--- src/hw/switch_mode_params.svh ---
// Purpose: named constants for the switch mode and block program control
// Assumes: microport word registers, 16 serial output streams
// Notes:   definitions only
`ifndef SWITCH_MODE_PARAMS_SVH
`define SWITCH_MODE_PARAMS_SVH

// ****************************************
// register indices (top address line low)
// ****************************************
`define ADDR_SPACE_BIT   7
`define CTRL_IDX         7'h00
`define IMS_IDX          7'h01
`define FAR_IDX          7'h02
`define OFS0_IDX         7'h03
`define OFS3_IDX         7'h06

// ****************************************
// control register fields
// ****************************************
`define CR_STA_HI        3
`define CR_STA_LO        0
`define CR_MS_BIT        4
`define CR_MBP_BIT       5
`define CR_RESET         16'h0000

// ****************************************
// interface mode select fields
// ****************************************
`define IMS_BPD_HI       9
`define IMS_BPD_LO       5
`define IMS_BPE_BIT      4
`define IMS_OSB_BIT      3
`define IMS_SFE_BIT      2
`define IMS_DR_HI        1
`define IMS_DR_LO        0
`define IMS_RESET        16'h0000

// ****************************************
// frame alignment result fields
// ****************************************
`define FAR_FD_HI        10
`define FAR_HALF_BIT     11
`define FAR_CFE_BIT      15

// ****************************************
// connection memory word and rate codes
// ****************************************
`define CM_BPD_LO        11
`define RATE_2M          2'b00
`define RATE_4M          2'b01
`define RATE_8M          2'b10
`define RATE_RSVD        2'b11
`define MASK_2M          7'h1F
`define MASK_4M          7'h3F
`define MASK_8M          7'h7F
`define WORD_ZERO        16'h0000

`endif

--- src/hw/switch_mode_pkg.sv ---
// Purpose: types shared by the switch mode control files
// Assumes: nothing
// Notes:   constants live in switch_mode_params.svh
package switch_mode_pkg;

  typedef logic [15:0] word_t;
  typedef logic [1:0]  rate_t;
  typedef enum logic {BP_IDLE, BP_RUN} bp_state_t;

endpackage : switch_mode_pkg
--- src/hw/output_enable_ctrl.sv ---
// Purpose: per-stream output driver enable gating and loopback pass-through
// Assumes: chanOe and chanLoopback are the bits of the channel now on each stream
// Notes:   combinational, one slice per stream
module output_enable_ctrl #(
  parameter int STREAMS = 16
) (
  // per-stream connection memory bits
  input  wire logic [STREAMS-1:0] chanOe,
  input  wire logic [STREAMS-1:0] chanLoopback,
  // global controls
  input  wire logic               outputDrivePin,
  input  wire logic               outputStandbyBit,
  // driver controls
  output logic      [STREAMS-1:0] streamOutEn,
  output logic      [STREAMS-1:0] loopbackEn
);

  wire globalEn = outputDrivePin | outputStandbyBit;

  genvar g;
  generate
    for (g = 0; g < STREAMS; g = g + 1) begin : g_stream
      assign streamOutEn[g] = chanOe[g] & globalEn;
      assign loopbackEn[g]  = chanLoopback[g];
    end
  endgenerate

endmodule : output_enable_ctrl

--- src/hw/switch_mode_ctrl.sv ---
// Purpose: microport register bank, memory address decode, block programming,
//          frame evaluation control and output driver gating
// Assumes: one access per strobe; memory read data valid the cycle after memAddr
// Notes:   frameStart pulses once per serial frame
`include "switch_mode_params.svh"

module switch_mode_ctrl
  import switch_mode_pkg::*;
#(
  parameter int STREAMS = 16,
  parameter int CHAN_W  = 7,
  parameter int STA_W   = 4
) (
  // clock and reset
  input  wire logic                    core_clk,
  input  wire logic                    rst_b,
  // microport
  input  wire logic              [7:0] addr,
  input  wire logic                    csN,
  input  wire logic                    dsN,
  input  wire logic                    rdWrN,
  input  wire switch_mode_pkg::word_t  wrData,
  output switch_mode_pkg::word_t       rdData,
  output logic                         dtaN,
  // pins
  input  wire logic                    outputDrivePin,
  // connection and data memory
  output logic     [STA_W+CHAN_W-1:0]  memAddr,
  output logic                         cmWrEn,
  output switch_mode_pkg::word_t       cmWrData,
  input  wire switch_mode_pkg::word_t  cmRdData,
  input  wire switch_mode_pkg::word_t  dmRdData,
  // frame timing and evaluation
  input  wire logic                    frameStart,
  output logic                         frameEvalStart,
  input  wire logic                    frameEvalComplete,
  input  wire logic             [10:0] measuredOffset,
  input  wire logic                    halfPeriodFlag,
  // serial side controls
  input  wire logic      [STREAMS-1:0] chanOe,
  input  wire logic      [STREAMS-1:0] chanLoopback,
  output logic           [STREAMS-1:0] streamOutEn,
  output logic           [STREAMS-1:0] loopbackEn,
  output switch_mode_pkg::rate_t       rateSelect,
  output logic                         rateValid
);

  import switch_mode_pkg::*;

  localparam int AW = STA_W + CHAN_W;
  localparam logic [AW-1:0] SWEEP_LAST = {AW{1'b1}};

  function automatic logic regHit(input logic [7:0] a, input logic [6:0] idx);
    regHit = (a[`ADDR_SPACE_BIT] == 1'b0) && (a[6:0] == idx);
  endfunction : regHit

  // ****************************************
  // state
  // ****************************************
  word_t            ctrl_r, ctrl_nxt;
  word_t            ims_r, ims_nxt;
  word_t            far_r, far_nxt;
  word_t            ofs_r [4];
  word_t            rdData_r, rdData_nxt;
  logic             take_r, ack_r, busy_r;
  logic [7:0]       addrHold_r;
  logic             rdHold_r;
  bp_state_t        bpState_r, bpState_nxt;
  logic [AW-1:0]    sweep_r, sweep_nxt;
  logic             sfeArmed_r, sfeArmed_nxt;
  logic             evalRun_r, evalRun_nxt;
  logic             evalPulse_r, evalPulse_nxt;

  // ****************************************
  // microport decode
  // ****************************************
  wire       access     = ~csN & ~dsN;
  wire       takeNow    = access & ~busy_r;
  wire       wrNow      = takeNow & ~rdWrN;
  wire       memSpace   = addr[`ADDR_SPACE_BIT];
  wire       wrCtrl     = wrNow & regHit(addr, `CTRL_IDX);
  wire       wrIms      = wrNow & regHit(addr, `IMS_IDX);
  wire       memSel     = ctrl_r[`CR_MS_BIT];
  wire       ctrl_block_prog_bit        = ctrl_r[`CR_MBP_BIT];
  wire [STA_W-1:0] stream_subsection_bits  = ctrl_r[`CR_STA_HI:`CR_STA_LO];

  assign rateSelect = ims_r[`IMS_DR_HI:`IMS_DR_LO];
  assign rateValid  = (rateSelect != `RATE_RSVD);

  wire [6:0] chanMask = (rateSelect == `RATE_2M) ? `MASK_2M :
                        (rateSelect == `RATE_4M) ? `MASK_4M : `MASK_8M;
  wire [6:0] hostChan = addr[6:0] & chanMask;
  wire [6:0] holdChan = addrHold_r[6:0] & chanMask;

  // ****************************************
  // block programming
  // ****************************************
  wire       bpeOld     = ims_r[`IMS_BPE_BIT];
  wire       bpeNew     = wrData[`IMS_BPE_BIT];
  wire       bpStart    = wrIms & ~bpeOld & bpeNew & (wrCtrl ? wrData[`CR_MBP_BIT] : ctrl_block_prog_bit);
  wire       bpAbort    = (wrIms & ~bpeNew) | (wrCtrl & ~wrData[`CR_MBP_BIT]);
  wire       bpDone     = (bpState_r == BP_RUN) & (sweep_r == SWEEP_LAST);
  wire [4:0] bpValue    = ims_r[`IMS_BPD_HI:`IMS_BPD_LO];

  always_comb begin
    bpState_nxt = bpState_r;
    sweep_nxt   = sweep_r;
    case (bpState_r)
      BP_IDLE: begin
        sweep_nxt = '0;
        if (bpStart) begin
          bpState_nxt = BP_RUN;
        end
      end
      BP_RUN: begin
        sweep_nxt = sweep_r + 1'b1;
        if (bpAbort || bpDone) begin
          bpState_nxt = BP_IDLE;
        end
      end
      default: bpState_nxt = BP_IDLE;
    endcase
  end

  // memory port: sweep owns it during block programming
  wire bpWrite   = (bpState_r == BP_RUN);
  wire hostMemWr = wrNow & memSpace & memSel & ~bpWrite;
  assign memAddr  = bpWrite ? sweep_r :
                    (busy_r ? {stream_subsection_bits, holdChan} : {stream_subsection_bits, hostChan});
  assign cmWrEn   = bpWrite | hostMemWr;
  assign cmWrData = bpWrite ? {bpValue, {`CM_BPD_LO{1'b0}}} : wrData;

  // ****************************************
  // register writes
  // ****************************************
  wire sfeOld = ims_r[`IMS_SFE_BIT];
  wire sfeNew = wrIms ? wrData[`IMS_SFE_BIT] : sfeOld;
  wire sfeRise = ~sfeOld & sfeNew;
  wire sfeFall = sfeOld & ~sfeNew;

  always_comb begin
    ctrl_nxt = ctrl_r;
    ims_nxt  = ims_r;
    if (wrCtrl) begin
      ctrl_nxt = wrData;
    end
    if (wrIms) begin
      ims_nxt = wrData;
    end
    if (bpWrite && bpDone && !bpAbort) begin
      ims_nxt[`IMS_BPE_BIT] = 1'b0;
    end
  end

  // ****************************************
  // frame evaluation
  // ****************************************
  always_comb begin
    sfeArmed_nxt  = sfeArmed_r;
    evalRun_nxt   = evalRun_r;
    evalPulse_nxt = 1'b0;
    far_nxt       = far_r;
    if (!sfeOld && frameStart) begin
      sfeArmed_nxt = 1'b1;
    end
    if (sfeRise && sfeArmed_r) begin
      evalRun_nxt   = 1'b1;
      evalPulse_nxt = 1'b1;
      sfeArmed_nxt  = 1'b0;
    end else if (sfeRise) begin
      sfeArmed_nxt = 1'b0;
    end
    if (sfeFall) begin
      far_nxt = `WORD_ZERO;
      evalRun_nxt = 1'b0;
    end
    if (evalRun_r && frameEvalComplete) begin
      far_nxt[`FAR_FD_HI:0]   = measuredOffset;
      far_nxt[`FAR_HALF_BIT]  = halfPeriodFlag;
      far_nxt[`FAR_CFE_BIT]   = 1'b1;
      evalRun_nxt             = 1'b0;
    end
  end

  assign frameEvalStart = evalPulse_r;

  // ****************************************
  // read mux, one cycle after take
  // ****************************************
  wire [6:0] hIdx   = addrHold_r[6:0];
  wire       hReg   = ~addrHold_r[`ADDR_SPACE_BIT];
  wire       hOfs   = hReg & (hIdx >= `OFS0_IDX) & (hIdx <= `OFS3_IDX);
  wire [1:0] ofsSel = 2'(hIdx - `OFS0_IDX);

  always_comb begin
    rdData_nxt = rdData_r;
    if (take_r && rdHold_r) begin
      if (!hReg) begin
        rdData_nxt = memSel ? cmRdData : dmRdData;
      end else if (hIdx == `CTRL_IDX) begin
        rdData_nxt = ctrl_r;
      end else if (hIdx == `IMS_IDX) begin
        rdData_nxt = ims_r;
      end else if (hIdx == `FAR_IDX) begin
        rdData_nxt = far_r;
      end else if (hOfs) begin
        rdData_nxt = ofs_r[ofsSel];
      end else begin
        rdData_nxt = `WORD_ZERO;
      end
    end
  end

  assign rdData = rdData_r;
  assign dtaN   = ~ack_r;

  // ****************************************
  // flip-flops
  // ****************************************
  always_ff @(posedge core_clk) begin
    if (!rst_b) begin
      ctrl_r      <= `CR_RESET;
      ims_r       <= `IMS_RESET;
      far_r       <= `WORD_ZERO;
      bpState_r   <= BP_IDLE;
      sweep_r     <= '0;
      sfeArmed_r  <= 1'b1;
      evalRun_r   <= 1'b0;
      evalPulse_r <= 1'b0;
    end else begin
      ctrl_r      <= ctrl_nxt;
      ims_r       <= ims_nxt;
      far_r       <= far_nxt;
      bpState_r   <= bpState_nxt;
      sweep_r     <= sweep_nxt;
      sfeArmed_r  <= sfeArmed_nxt;
      evalRun_r   <= evalRun_nxt;
      evalPulse_r <= evalPulse_nxt;
    end
  end

  genvar o;
  generate
    for (o = 0; o < 4; o = o + 1) begin : g_ofs
      always_ff @(posedge core_clk) begin
        if (!rst_b) begin
          ofs_r[o] <= `WORD_ZERO;
        end else if (wrNow && regHit(addr, 7'(`OFS0_IDX + o))) begin
          ofs_r[o] <= wrData;
        end
      end
    end
  endgenerate

  always_ff @(posedge core_clk) begin
    if (!rst_b) begin
      take_r     <= 1'b0;
      busy_r     <= 1'b0;
      ack_r      <= 1'b0;
      addrHold_r <= 8'h00;
      rdHold_r   <= 1'b0;
      rdData_r   <= `WORD_ZERO;
    end else begin
      take_r   <= takeNow;
      busy_r   <= access;
      ack_r    <= access & (take_r | ack_r);
      rdData_r <= rdData_nxt;
      if (takeNow) begin
        addrHold_r <= addr;
        rdHold_r   <= rdWrN;
      end
    end
  end

  // ****************************************
  // output drivers
  // ****************************************
  output_enable_ctrl #(
    .STREAMS (STREAMS)
  ) u_oe (
    .chanOe           (chanOe),
    .chanLoopback     (chanLoopback),
    .outputDrivePin   (outputDrivePin),
    .outputStandbyBit (ims_r[`IMS_OSB_BIT]),
    .streamOutEn      (streamOutEn),
    .loopbackEn       (loopbackEn)
  );

endmodule : switch_mode_ctrl

--- config.mk ---
export PLATFORM = sky130hd
export DESIGN_NAME = switch_mode_ctrl
export DESIGN_NICKNAME = d
export VERILOG_FILES = /design/src/hw/switch_mode_pkg.sv /design/src/hw/output_enable_ctrl.sv /design/src/hw/switch_mode_ctrl.sv
export VERILOG_INCLUDE_DIRS = /design/src /design/src/hw
export SDC_FILE = /design/constraint.sdc
export NUM_CORES = 1
export LEC_CHECK = 0
export BUFFER_PORTS_ARGS = -buffer_cell sky130_fd_sc_hd__buf_2
export CORE_ASPECT_RATIO = 1.4
export CORE_MARGIN = 2
export CORE_UTILIZATION = 35
export DETAILED_ROUTE_END_ITERATION = 10
export SLEW_MARGIN = 20
export SYNTH_ARGS = -nofsm -noshare
export SYNTH_HDL_FRONTEND = slang
export SYNTH_SLANG_ARGS = --single-unit
--- constraint.sdc ---
create_clock -name core_clk -period 3.7 [get_ports core_clk]
set_input_delay 0 -clock core_clk [delete_from_list [all_inputs] [get_ports core_clk]]
set_output_delay 0 -clock core_clk [all_outputs]
set_load 0.05 [all_outputs]
==> metrics.log, run 1 <==
[metrics] post-synthesis async set-or-reset flop share: 0%
[metrics] power density cells: 418.4 mW/mm2
[metrics] core region area: 0.02097 mm2
[metrics] via count of the first global-routing pass: 6,085
[metrics] Inserted Diodes: 0
[metrics] sequential share of the synthesized area: 49.60%
[metrics] largest net degree at the start of global routing: 34
[metrics] Hold Crit Class: in -> out
[metrics] CTS clock-pin slew for the worst setup and hold paths: 70 ps
[metrics] Maximum Capacitance Violations: 0
[metrics] Root Buffer: sky130_fd_sc_hd__clkbuf_16
[metrics] leakage dissipation: 3.590 nW
[metrics] post-synthesis to final-layout area growth: 25.44%
[metrics] Critical R2R Capture: far_r[15]$_SDFFE_PN0P_
[metrics] share of final-layout standard cells stronger than drive strength 1: 26.09%
[metrics] number of distinct library cell variants in the gate-level netlist after synthesis: 50
[metrics] run status: complete, no violations
[metrics] initial antenna violation count: 0
[metrics] detail-routed net length per standard cell: 18.97 um
[metrics] TritonCTS Sinks: 152
[metrics] Iteration-0 DRC Markers: 444
[metrics] row count: 63
[metrics] Mapped Cells: 768
[metrics] number of enable flip-flop cells after synthesis: 64
[metrics] worst clock skew: 9.400 ps
[metrics] Setup TNS: 0 ps
[metrics] leading post-synthesis cells by cell area: sky130_fd_sc_hd__edfxtp_1, sky130_fd_sc_hd__dfxtp_1, sky130_fd_sc_hd__a21oi_1
[metrics] Final setup viols: 0
[metrics] number of pins exceeding their max-slew limit in the final report: 0
[metrics] data required time of the worst path: 4000 ps
[metrics] sum of net half-perimeters after detailed placement: 16.20 mm
[metrics] clock tree from TritonCTS: done
[metrics] Final Net Count: 1,043
[metrics] first-pass GRT wire length: 34.75 mm
[metrics] Synthesized Nets: 881
[metrics] share of the clock period used by the worst path after layout: 74.84%
[metrics] number of DRC violations after detailed routing: 0
[metrics] top_reg_cell synth: sky130_fd_sc_hd__dfxtp_1
[metrics] RD Place Congestion: 0.8874
[metrics] worst skew pair latency: 430 ps
[metrics] floorplan die width: 127.1 um
[metrics] Crit path arrival time: 3070 ps
[metrics] actual transition at the worst max-transition pin: 982.4 ps
[metrics] Tot Pwr: 0.003898 W
[metrics] quantity of I/O buffers inserted on ports: 156
[metrics] total length of routed wires: 22.82 mm
[metrics] Max-Slew Margin vs Limit: 34.00%
[metrics] startpoint of the worst register-to-register path: busy_r$_SDFF_PN0_
[metrics] critical-path maximum fanout: 18
[metrics] H-tree depth: 4
[metrics] smallest setup slack after layout: 931.1 ps
[metrics] setup slack of the worst register-to-register path: 930 ps
[metrics] total routing resource utilization after global routing: 20.22%
[metrics] Setup Slack @ Placement: 904.6 ps
[metrics] Clock Path Buffers: 2
[metrics] Antenna Violating Nets Remaining: 0
[metrics] terminating pin of the worst hold path: loopbackEn[5]
[metrics] setup repair after global routing missed its margin: no
[metrics] Min-Delay Path Depth: 0
[metrics] Die Ht: 176.4 um
[metrics] area share of the leading cell type in the synthesized netlist: 25.88%
[metrics] number of flip-flops and latches in the synthesized netlist: 152
[metrics] Hold Path Origin: chanLoopback[5]
[metrics] Synth Area per Inst: 9.671 um2
[metrics] total congestion overflow: 0
[metrics] starting utilization of the core area: 35.42%
[metrics] number of filler cells placed in the layout: 2,014
[metrics] number of endpoints with negative hold slack in the final report: 0
[metrics] startpoint of the most critical setup path: busy_r$_SDFF_PN0_
[metrics] top cell type by total area after synthesis: sky130_fd_sc_hd__edfxtp_1
[metrics] final core utilization: 44.43%
[metrics] number of top-level pins: 189
[metrics] total number of vias: 6,262
[metrics] maximum VDD drop: 333.4 uV
[metrics] TritonRoute pass-1 iters: 5
[metrics] top post-synthesis cells by count: sky130_fd_sc_hd__nand2_1, sky130_fd_sc_hd__a21oi_1, sky130_fd_sc_hd__dfxtp_1, sky130_fd_sc_hd__edfxtp_1, sky130_fd_sc_hd__nor2_1
[metrics] Resized cells post-CTS: 0
[metrics] number of buffers created by CTS: 17
[metrics] most common cell in the synthesized netlist: sky130_fd_sc_hd__nand2_1
[metrics] Setup crit start kind: register
[metrics] maximum clock rate: 0.3612 GHz
[metrics] overall die area: 0.02242 mm2
[metrics] synthesis warning total: 0
[metrics] DR vias/cell: 5.205
[metrics] count of cells along the worst register-to-register path: 5
[metrics] critical path class: reg -> reg
[metrics] type of destination of the critical path: register
[metrics] shortest period the worst path allows: 2769 ps
[metrics] Cell Area, Synth: 0.007427 mm2
[layer usage]
layer	global-route usage, %	share of wire [%]	vias up
li1	-	-	3043
met1	25.22	42	3007
met2	35.35	52	180
met3	3.242	4.5	32
met4	7.234	2.2	0
met5	0	0	-
[critical path: stages, from the launching register on]
cell and delay, ps:
sky130_fd_sc_hd__dfxtp_1 450, sky130_fd_sc_hd__or4_4 610, sky130_fd_sc_hd__or3_1 490, sky130_fd_sc_hd__or3_1 680
sky130_fd_sc_hd__o31ai_1 310, sky130_fd_sc_hd__a21oi_1 90
[metrics by stage]
| step | hold WS, ps | instances | cell area, um2 |
|---|---|---|---|
| finish | 0.01398 | 1203 | 9316 |
| detailed placement | 0.3409 | 1130 | 8337 |
| CTS | 0.3409 | 1203 | 9316 |
| global placement | 0.3409 | 1130 | 8337 |
| floorplan | 125.5 | 768 | 7427 |
| global route | 0.08620 | 1203 | 9316 |
[cells by family (layout without fill, tap and decap cells)]
logic type | Yosys count | in the layout | share of synthesized area, %
AO/OA/AOI/OAI | 184 | 184 | 14.84
flip-flops | 152 | 152 | 49.60
multiplexers | 48 | 48 | 9.400
buffers and inverters | 83 | 258 | 5.239
AND/OR/NAND/NOR | 289 | 289 | 19.26
adder cells (fa/ha/maj) | 5 | 5 | 0.8423
XOR/XNOR | 7 | 7 | 0.8255
[where the power goes]
group	internal (W)	leakage (nW)	switching, W
sequential	0.00177	1.40	0.0000137
combinational	0.000152	1.91	0.000301
clock	0.000943	0.284	0.000719
total	0.00286	3.59	0.00103
[layout make-up]
class                   instances  area (um2)  share of cell area [%]
multi-input cells             533        3371                   36.18
repair buffers                215        1326                   14.24
clock inverters                11       87.58                  0.9401
flip-flops and latches        152        3684                   39.54
clock buffers                  21       481.7                   5.171
well taps                     260       325.3                   3.492
inverters                      11       41.29                  0.4432
[state kept, by name (all words and copies together) (netlist names)]
signal and flops:
take_r 1, far_r 13, bpState_r 1, rdHold_r 1
rdData 16, ofs_r 64, busy_r 1, addrHold_r 8
frameEvalStart 1, ctrl_r 16, ack_r 1, evalRun_r 1
sfeArmed_r 1, ims_r 16, sweep_r 11
[cell usage in the layout, fill, tap and decap left out, types with 18 or more instances in the layout]
cell type                         n
sky130_fd_sc_hd__buf_4           18
sky130_fd_sc_hd__edfxtp_1        64
sky130_fd_sc_hd__clkbuf_16       18
sky130_fd_sc_hd__buf_2          156
sky130_fd_sc_hd__mux2i_1         18
sky130_fd_sc_hd__a21oi_1         89
sky130_fd_sc_hd__o21ai_0         37
sky130_fd_sc_hd__nand2_1         96
sky130_fd_sc_hd__dlygate4sd3_1   41
sky130_fd_sc_hd__nor2_1          61
sky130_fd_sc_hd__and2_1          59
sky130_fd_sc_hd__nor2b_1         25
sky130_fd_sc_hd__dfxtp_1         88
[worst max path at each step]
stage	endpoint	cells after the start
6_report	far_r[15]$_SDFFE_PN0P_	5
5_1_grt	far_r[5]$_SDFFE_PN0P_	6
4_1_cts	far_r[7]$_SDFFE_PN0P_	6
3_5_place_dp	far_r[3]$_SDFFE_PN0P_	6
3_3_place_gp	far_r[15]$_SDFFE_PN0P_	5
2_1_floorplan	ofs_r[0][0]$_SDFFCE_PN0P_	4
[repair_timing]
item / CTS / global route
endpoints found under the hold margin: 82 / 0
hold buffers: 41 / 0
buffers inserted: 0 / 0
No activity file was read; power rests on OpenSTA's default activity.
==> run 2, diff against run 1 <==
Clock period 3.7 ns to 2.3 ns, I/O delays scaled along.
==> run 2 against run 1 <==
Design area grew 3.7%. Sequential power rose by 61%. Hold slack about the same. Critical path depth increased by 1. Largest cell class unchanged. Highest routed layer unchanged.
==> metrics.log, run 2 (synthesis results as in run 1) <==
[metrics] run status: complete, no violations (unchanged)
[metrics] number of top-level pins: 189 (unchanged)
[metrics] number of buffers created by CTS: 17 (unchanged)
[metrics] most common library cell in the layout ignoring fill and taps: sky130_fd_sc_hd__buf_2 (unchanged)
[metrics] number of stages on the worst setup path: 6 (was 5)
[metrics] largest net degree at the start of global routing: 34 (unchanged)
[metrics] core region area: 0.02097 mm2 (unchanged)
[metrics] total length of routed wires: 23.08 mm (was 22.82 mm)
[metrics] sum of net half-perimeters after detailed placement: 16.43 mm (was 16.20 mm)
[metrics] startpoint of the most critical setup path: busy_r$_SDFF_PN0_ (unchanged)
[metrics] type of destination of the critical path: register (unchanged)
[metrics] starting utilization of the core area: 35.42% (unchanged)
[metrics] CTS clock-pin slew for the worst setup and hold paths: 60 ps (was 70 ps)
[metrics] power density cells: 674.8 mW/mm2 (was 418.4 mW/mm2)
[metrics] worst clock skew: 8.302 ps (was 9.400 ps)
[metrics] data required time of the worst path: 2440 ps (was 4000 ps)
[metrics] via count of the first global-routing pass: 6,232 (was 6,085)
[metrics] Maximum Capacitance Violations: 0 (unchanged)
[metrics] slowest CP cell: sky130_fd_sc_hd__or4_4 (was sky130_fd_sc_hd__or3_1)
[metrics] critical-path maximum fanout: 16 (was 18)
[metrics] setup repair after global routing missed its margin: yes (was no)
[metrics] TritonCTS Sinks: 152 (unchanged)
[metrics] most frequent cells in the layout: sky130_fd_sc_hd__buf_2, sky130_fd_sc_hd__nand2_1, sky130_fd_sc_hd__a21oi_1 (unchanged)
[metrics] total routing resource utilization after global routing: 20.35% (was 20.22%)
[metrics] overall die area: 0.02242 mm2 (unchanged)
[metrics] H-tree depth: 4 (unchanged)
[metrics] floorplan die width: 127.1 um (unchanged)
[metrics] total congestion overflow: 0 (unchanged)
[metrics] Die Ht: 176.4 um (unchanged)
[metrics] worst hold margin: 0.01397 ps (was 0.01398 ps)
[metrics] leakage dissipation: 3.732 nW (was 3.590 nW)
[metrics] number of endpoints with negative hold slack in the final report: 0 (unchanged)
[metrics] Max-Slew Margin vs Limit: 36.76% (was 34.00%)
[metrics] post-route non-filler standard cell count: 1,223 (was 1,203)
[metrics] Final setup viols: 0 (unchanged)
[metrics] Root Buffer: sky130_fd_sc_hd__clkbuf_16 (unchanged)
[metrics] initial antenna violation count: 0 (unchanged)
[metrics] Crit path arrival time: 2400 ps (was 3070 ps)
[metrics] Inserted Diodes: 0 (unchanged)
[metrics] RD Place Congestion: 0.8659 (was 0.8874)
[metrics] Clock Path Buffers: 2 (unchanged)
[metrics] first-pass GRT wire length: 34.75 mm (unchanged)
[metrics] capturing element of the worst setup path: ofs_r[1][10]$_SDFFCE_PN0P_ (was far_r[15]$_SDFFE_PN0P_)
[metrics] smallest setup slack after layout: 40.30 ps (was 931.1 ps)
[metrics] row count: 63 (unchanged)
[metrics] number of DRC violations after detailed routing: 0 (unchanged)
[metrics] quantity of I/O buffers inserted on ports: 156 (unchanged)
[metrics] shortest period the worst path allows: 2260 ps (was 2769 ps)
[metrics] post-synthesis to final-layout area growth: 30.02% (was 25.44%)
[metrics] maximum clock rate: 0.4425 GHz (was 0.3612 GHz)
[metrics] Antenna Violating Nets Remaining: 0 (unchanged)
[metrics] most flop-heavy register: ofs_r (unchanged)
[metrics] actual transition at the worst max-transition pin: 945.2 ps (was 982.4 ps)
[metrics] DR vias/cell: 5.209 (was 5.205)
[metrics] critical path cell sequence: or4_4 > buf_4 > nor3_2 > nand2_1 > o31ai_4 > buf_12 (was or4_4 > or3_1 > or3_1 > o31ai_1 > a21oi_1)
[metrics] Setup crit start kind: register (unchanged)
[metrics] setup slack of the worst register-to-register path: 40 ps (was 930 ps)
[metrics] Setup TNS: 0 ps (unchanged)
[metrics] Final Net Count: 1,063 (was 1,043)
[metrics] detail-routed net length per standard cell: 18.87 um (was 18.97 um)
[metrics] TritonRoute pass-1 iters: 4 (was 5)
[metrics] number of flip-flops in the largest register: 64 (unchanged)
[metrics] total number of vias: 6,370 (was 6,262)
[metrics] setup repair bufs after CTS: 0 (unchanged)
[metrics] maximum VDD drop: 362.0 uV (was 333.4 uV)
[metrics] total instance count after detailed placement: 1,148 (was 1,130)
[metrics] family with the most delay on the worst path: simple AND/OR/NAND/NOR gates (unchanged)
[metrics] share of final-layout standard cells stronger than drive strength 1: 28.04% (was 26.09%)
[metrics] critical path class: reg -> reg (unchanged)
[metrics] Slowest Stage Delay on Critical Path: 510 ps (was 680 ps)
[metrics] Critical R2R Capture: ofs_r[1][10]$_SDFFCE_PN0P_ (was far_r[15]$_SDFFE_PN0P_)
[metrics] number of pins exceeding their max-slew limit in the final report: 0 (unchanged)
[metrics] Iteration-0 DRC Markers: 416 (was 444)
[metrics] Setup Slack @ Placement: 1.959 ps (was 904.6 ps)
[metrics] Hold Crit Class: in -> out (unchanged)
[metrics] startpoint of the worst register-to-register path: busy_r$_SDFF_PN0_ (unchanged)
[metrics] count of cells along the worst register-to-register path: 6 (was 5)
[metrics] clock tree from TritonCTS: done (unchanged)
[metrics] worst skew pair latency: 430 ps (about the same)
[metrics] share of the clock period used by the worst path after layout: 98.25% (was 74.84%)
[metrics] Tot Pwr: 0.006517 W (was 0.003898 W)
[metrics] total buffers and inverters traversed by the critical path: 2 (was 0)
==> run 2: worst register-to-register path, stage by stage, from the launching register on <==
cell	delay (ps)
sky130_fd_sc_hd__dfxtp_1	310
sky130_fd_sc_hd__or4_4	510
sky130_fd_sc_hd__buf_4	170
sky130_fd_sc_hd__nor3_2	270
sky130_fd_sc_hd__nand2_1	200
sky130_fd_sc_hd__o31ai_4	310
sky130_fd_sc_hd__buf_12	200
==> run 2: worst min path at each step <==
stage                        from                      to  slack (ps)  cells after the start
2_1_floorplan  measuredOffset[10]  far_r[10]$_SDFFE_PN0P_         130                      1
3_3_place_gp     chanLoopback[10]          loopbackEn[10]         0.3                      0
3_5_place_dp     chanLoopback[10]          loopbackEn[10]         0.3                      0
4_1_cts          chanLoopback[10]          loopbackEn[10]         0.3                      0
5_1_grt           chanLoopback[8]           loopbackEn[8]         0.1                      0
6_report          chanLoopback[3]           loopbackEn[3]        0.01                      0
==> run 2: cell type report <==
cell class	count	area (um2)
sequential	152	3684
clock buffer	22	539.3
multi-input combinational	533	3427
clock inverter	10	83.83
fill	2005	11310
timing repair buffer	235	1556
inverter	11	41.29
tap	260	325.3
==> run 2: layer usage <==
metal	up-vias	global-route usage, %	part of all wire (%)
li1	3082	-	-
met1	3057	24.34	40
met2	193	36.18	52
met3	38	2.667	4.2
met4	0	9.432	3.2
met5	-	0	0
==> run 2: report_power, final <==
part | switching (W) | total [W] | internal [W]
combinational | 0.000501 | 0.000775 | 0.000274
sequential | 0.0000210 | 0.00287 | 0.00285
clock | 0.00111 | 0.00287 | 0.00176
total | 0.00163 | 0.00652 | 0.00489
==> run 2: what timing repair did <==
action,in CTS,in global routing
endpoints found under the setup margin,5,68
hold buffers,43,0
pin swaps,0,1
gates resized for setup,1,1
hold endpoints to repair,75,0
==> run 2: through the flow <==
stage	utilization [%]	cell area [um2]
after floorplan	-	7497
after global placement	40.97	8589
after detailed placement	40.97	8589
after CTS	46.03	9652
after global routing	46.06	9657
final	46.06	9657
==> run 3, diff against run 2 <==
Settings changed: ABC_AREA set to 1.
==> run 3 against run 2 <==
Combinational power grew 30%. Setup slack gained 310 ps. Flip-flop and latch count unchanged. Area after synthesis is 5.3% higher. Critical path depth is 3 lower. Via count is 18% higher. Sequential share of layout area shrank 1.5 points. Clock-buffer cell count decreased by 5. Largest cell class unchanged. Largest power group is now the clock network.
==> metrics.log, run 3 <==
[metrics] P_sw: 0.001955 W (was 0.001631 W)
[metrics] number of buffers created by CTS: 17 (unchanged)
[metrics] share of final-layout standard cells stronger than drive strength 1: 18.89% (was 28.04%)
[metrics] share of the clock period used by the worst path after layout: 84.81% (was 98.25%)
[metrics] data required time of the worst path: 2300 ps (was 2440 ps)
[metrics] setup repair after global routing missed its margin: no (was yes)
[metrics] Crit path arrival time: 1950 ps (was 2400 ps)
[metrics] Hold Crit Class: in -> out (unchanged)
[metrics] Tot Pwr: 0.006897 W (was 0.006517 W)
[metrics] actual transition at the worst max-transition pin: 1029 ps (was 945.2 ps)
[metrics] critical path cell sequence: nor2_1 > nor2_1 > buf_2 (was or4_4 > buf_4 > nor3_2 > nand2_1 > o31ai_4 > buf_12)
[metrics] cell internal pwr: 0.004942 W (was 0.004886 W)
[metrics] setup slack of the worst register-to-register path: 360 ps (was 40 ps)
[metrics] clock tree from TritonCTS: done (unchanged)
[metrics] shortest period the worst path allows: 1951 ps (was 2260 ps)
[metrics] floorplan die width: 130.4 um (was 127.1 um)
[metrics] fraction of power spent switching nets: 28.35% (was 25.03%)
[metrics] number of distinct library cell variants in the gate-level netlist after synthesis: 39 (was 50)
[metrics] TritonRoute pass-1 iters: 5 (was 4)
[metrics] post-route non-filler standard cell count: 1,557 (was 1,223)
[metrics] detail-routed net length per standard cell: 15.33 um (was 18.87 um)
[metrics] number of top-level pins: 189 (unchanged)
[metrics] Slowest Stage Delay on Critical Path: 790 ps (was 510 ps)
[metrics] design area: 0.01004 mm2 (was 0.009657 mm2)
[metrics] row count: 64 (was 63)
[metrics] H-tree depth: 4 (unchanged)
[metrics] number of endpoints with negative hold slack in the final report: 0 (unchanged)
[metrics] number of flip-flops in the largest register: 64 (unchanged)
[metrics] post-synthesis to final-layout area growth: 28.41% (was 30.02%)
[metrics] most flop-heavy register: ofs_r (unchanged)
[metrics] Clock Path Buffers: 2 (unchanged)
[metrics] top_reg_cell synth: sky130_fd_sc_hd__dfxtp_1 (unchanged)
[metrics] number of pins exceeding their max-slew limit in the final report: 0 (unchanged)
[metrics] Synth Area per Inst: 7.422 um2 (was 9.671 um2)
[metrics] Root Buffer: sky130_fd_sc_hd__clkbuf_16 (unchanged)
[metrics] most frequent cells in the layout: sky130_fd_sc_hd__nand2_1, sky130_fd_sc_hd__buf_2, sky130_fd_sc_hd__inv_1 (was sky130_fd_sc_hd__buf_2, sky130_fd_sc_hd__nand2_1, sky130_fd_sc_hd__a21oi_1)
[metrics] maximum VDD drop: 427.8 uV (was 362.0 uV)
[metrics] Final setup viols: 0 (unchanged)
[metrics] number of DRC violations after detailed routing: 0 (unchanged)
[metrics] Antenna Violating Nets Remaining: 0 (unchanged)
[metrics] total number of vias: 7,527 (was 6,370)
[metrics] Mapped Cells: 1,054 (was 768)
[metrics] run status: complete, no violations (unchanged)
[metrics] top cell type by total area after synthesis: sky130_fd_sc_hd__edfxtp_1 (unchanged)
[metrics] number of enable flip-flop cells after synthesis: 64 (unchanged)
[metrics] most common cell in the synthesized netlist: sky130_fd_sc_hd__nand2_1 (unchanged)
[metrics] leakage dissipation: 4.591 nW (was 3.732 nW)
[metrics] top post-synthesis cells by count: sky130_fd_sc_hd__nand2_1, sky130_fd_sc_hd__inv_1, sky130_fd_sc_hd__nor2_1, sky130_fd_sc_hd__a21oi_1, sky130_fd_sc_hd__dfxtp_1 (was sky130_fd_sc_hd__nand2_1, sky130_fd_sc_hd__a21oi_1, sky130_fd_sc_hd__dfxtp_1, sky130_fd_sc_hd__edfxtp_1, sky130_fd_sc_hd__nor2_1)
[metrics] Cell Area, Synth: 0.007823 mm2 (was 0.007427 mm2)
[metrics] synthesis warning total: 0 (unchanged)
[metrics] final core utilization: 45.78% (was 46.06%)
[metrics] worst clock skew: 12.51 ps (was 8.302 ps)
[metrics] total congestion overflow: 0 (unchanged)
[metrics] Setup TNS: 0 ps (unchanged)
[metrics] critical path class: reg -> out (was reg -> reg)
[metrics] largest net degree at the start of global routing: 35 (was 34)
[metrics] initial antenna violation count: 0 (unchanged)
[metrics] number of flip-flops and latches in the synthesized netlist: 152 (unchanged)
[metrics] Clk network pwr share: 43.8% (was 44.1%)
[metrics] first-pass GRT wire length: 38.21 mm (was 34.75 mm)
[metrics] quantity of I/O buffers inserted on ports: 156 (unchanged)
[metrics] TritonCTS Sinks: 152 (unchanged)
[metrics] Placed Instance Area: 0.008742 mm2 (was 0.008589 mm2)
[metrics] sequential fraction of design power: 41.6% (was 44.0%)
[metrics] most common library cell in the layout ignoring fill and taps: sky130_fd_sc_hd__nand2_1 (was sky130_fd_sc_hd__buf_2)
[metrics] total instance count after detailed placement: 1,458 (was 1,148)
[metrics] critical-path maximum fanout: 16 (unchanged)
[metrics] post-synthesis async set-or-reset flop share: 0% (unchanged)
[metrics] type of destination of the critical path: output pin (was register)
[metrics] DR vias/cell: 4.834 (was 5.209)
[metrics] total length of routed wires: 23.86 mm (was 23.08 mm)
[metrics] RD Place Congestion: 0.8580 (was 0.8659)
[metrics] most used cell along the critical path: sky130_fd_sc_hd__nor2_1
[metrics] total buffers and inverters traversed by the critical path: 1 (was 2)
[metrics] Inserted Diodes: 0 (unchanged)
[metrics] sequential share of the synthesized area: 47.09% (was 49.60%)
[metrics] leading post-synthesis cells by cell area: sky130_fd_sc_hd__edfxtp_1, sky130_fd_sc_hd__dfxtp_1, sky130_fd_sc_hd__nand2_1 (was sky130_fd_sc_hd__edfxtp_1, sky130_fd_sc_hd__dfxtp_1, sky130_fd_sc_hd__a21oi_1)
[metrics] Iteration-0 DRC Markers: 374 (was 416)
[metrics] core region area: 0.02194 mm2 (was 0.02097 mm2)
[metrics] total routing resource utilization after global routing: 20.77% (was 20.35%)
[metrics] maximum clock rate: 0.5127 GHz (was 0.4425 GHz)
[metrics] family with the most delay on the worst path: simple AND/OR/NAND/NOR gates (unchanged)
[metrics] area share of the leading cell type in the synthesized netlist: 24.57% (was 25.88%)
[metrics] starting utilization of the core area: 35.65% (was 35.42%)
[metrics] Die Ht: 180.9 um (was 176.4 um)
[metrics] slowest CP cell: sky130_fd_sc_hd__nor2_1 (was sky130_fd_sc_hd__or4_4)
[metrics] worst skew pair latency: 430 ps (about the same)
[metrics] Max-Slew Margin vs Limit: 31.15% (was 36.76%)
[metrics] via count of the first global-routing pass: 7,494 (was 6,232)
[metrics] Setup crit start kind: register (unchanged)
[metrics] power density cells: 686.7 mW/mm2 (was 674.8 mW/mm2)
[metrics] Maximum Capacitance Violations: 0 (unchanged)
[metrics] overall die area: 0.02358 mm2 (was 0.02242 mm2)
[metrics] CTS clock-pin slew for the worst setup and hold paths: 70 ps (was 60 ps)
[metrics] Synthesized Nets: 1,167 (was 881)
[metrics] Final Net Count: 1,360 (was 1,063)
[metrics] combinational fraction of design power: 14.6% (was 11.9%)
[metrics] sum of net half-perimeters after detailed placement: 16.64 mm (was 16.43 mm)
run 3: changes by cell type after synthesis, moves of 16 or more:
cell / before / now
sky130_fd_sc_hd__a21oi_1: 89 / 118
sky130_fd_sc_hd__and2_1: 59 / 1
sky130_fd_sc_hd__inv_1: 10 / 145
sky130_fd_sc_hd__mux2i_1: 18 / 0
sky130_fd_sc_hd__nor2_1: 61 / 140
sky130_fd_sc_hd__nand2_1: 96 / 217
sky130_fd_sc_hd__nand3_1: 6 / 43
sky130_fd_sc_hd__mux4_2: 16 / 0
sky130_fd_sc_hd__o21ai_0: 39 / 83
sky130_fd_sc_hd__nor2b_1: 25 / 0
run 3: timing repair:
action / in CTS / in global routing
resized for setup: 0 / 0
hold endpoints to repair: 76 / 0
buffers inserted: 0 / 0
hold buffers: 67 / 0
run 3: worst paths after layout:
check / startpoint / endpoint / cells past startpoint
worst max-delay path: ims_r[3]$_SDFFE_PN0N_ / streamOutEn[7] / 3
worst min-delay path: chanLoopback[2] / loopbackEn[2] / 0
worst max register to register: addrHold_r[1]$_SDFFE_PN0P_ / rdData[13]$_SDFFE_PN0P_ / 9
worst min register to register: sweep_r[0]$_SDFF_PN0_ / sweep_r[0]$_SDFF_PN0_ / 1
run 3: metrics by stage:
step                worst slack (ps)  hold slack (ps)
floorplan                     -123.3            88.75
global placement               506.2           0.3409
CTS                            267.4           0.3409
finish                         349.4          0.01929
global route                   143.4           0.1327
detailed placement             425.2           0.3409
run 3: cell type report:
type	count	area, um2
clock buffer	17	425.4
clock inverter	15	206.4
fill	2218	11900
inverter	153	574.3
multi-input combinational	676	3152
sequential	152	3684
tap	297	371.6
timing repair buffer	247	1632
run 3: logic make-up after synthesis:
kind of cell | synth area share (%)
flops | 47.09
fa+ha+maj | 0.7997
simple gates | 23.54
buf+inv | 12.72
compound gates | 15.85
run 3: metal layers:
layer  part of all wire [%]  vias to the layer above  routed length [um]  track usage, %
met2                     51                      290               12110           37.51
li1                       -                     3754                   -               -
met1                     41                     3436                9730           24.46
met3                    5.9                       47                1405           2.843
met5                      0                        -                   0               0
met4                    2.6                        0                 618           8.170
run 3: power by group through the flow:
stage	combinational [W]	clock, W	sequential (W)
2_1_floorplan	0.000678	0	0.00294
3_3_place_gp	0.000909	0	0.00293
3_5_place_dp	0.000914	0	0.00293
4_1_cts	0.00100	0.00305	0.00287
5_1_grt	0.00111	0.00314	0.00287
6_report	0.00101	0.00302	0.00287
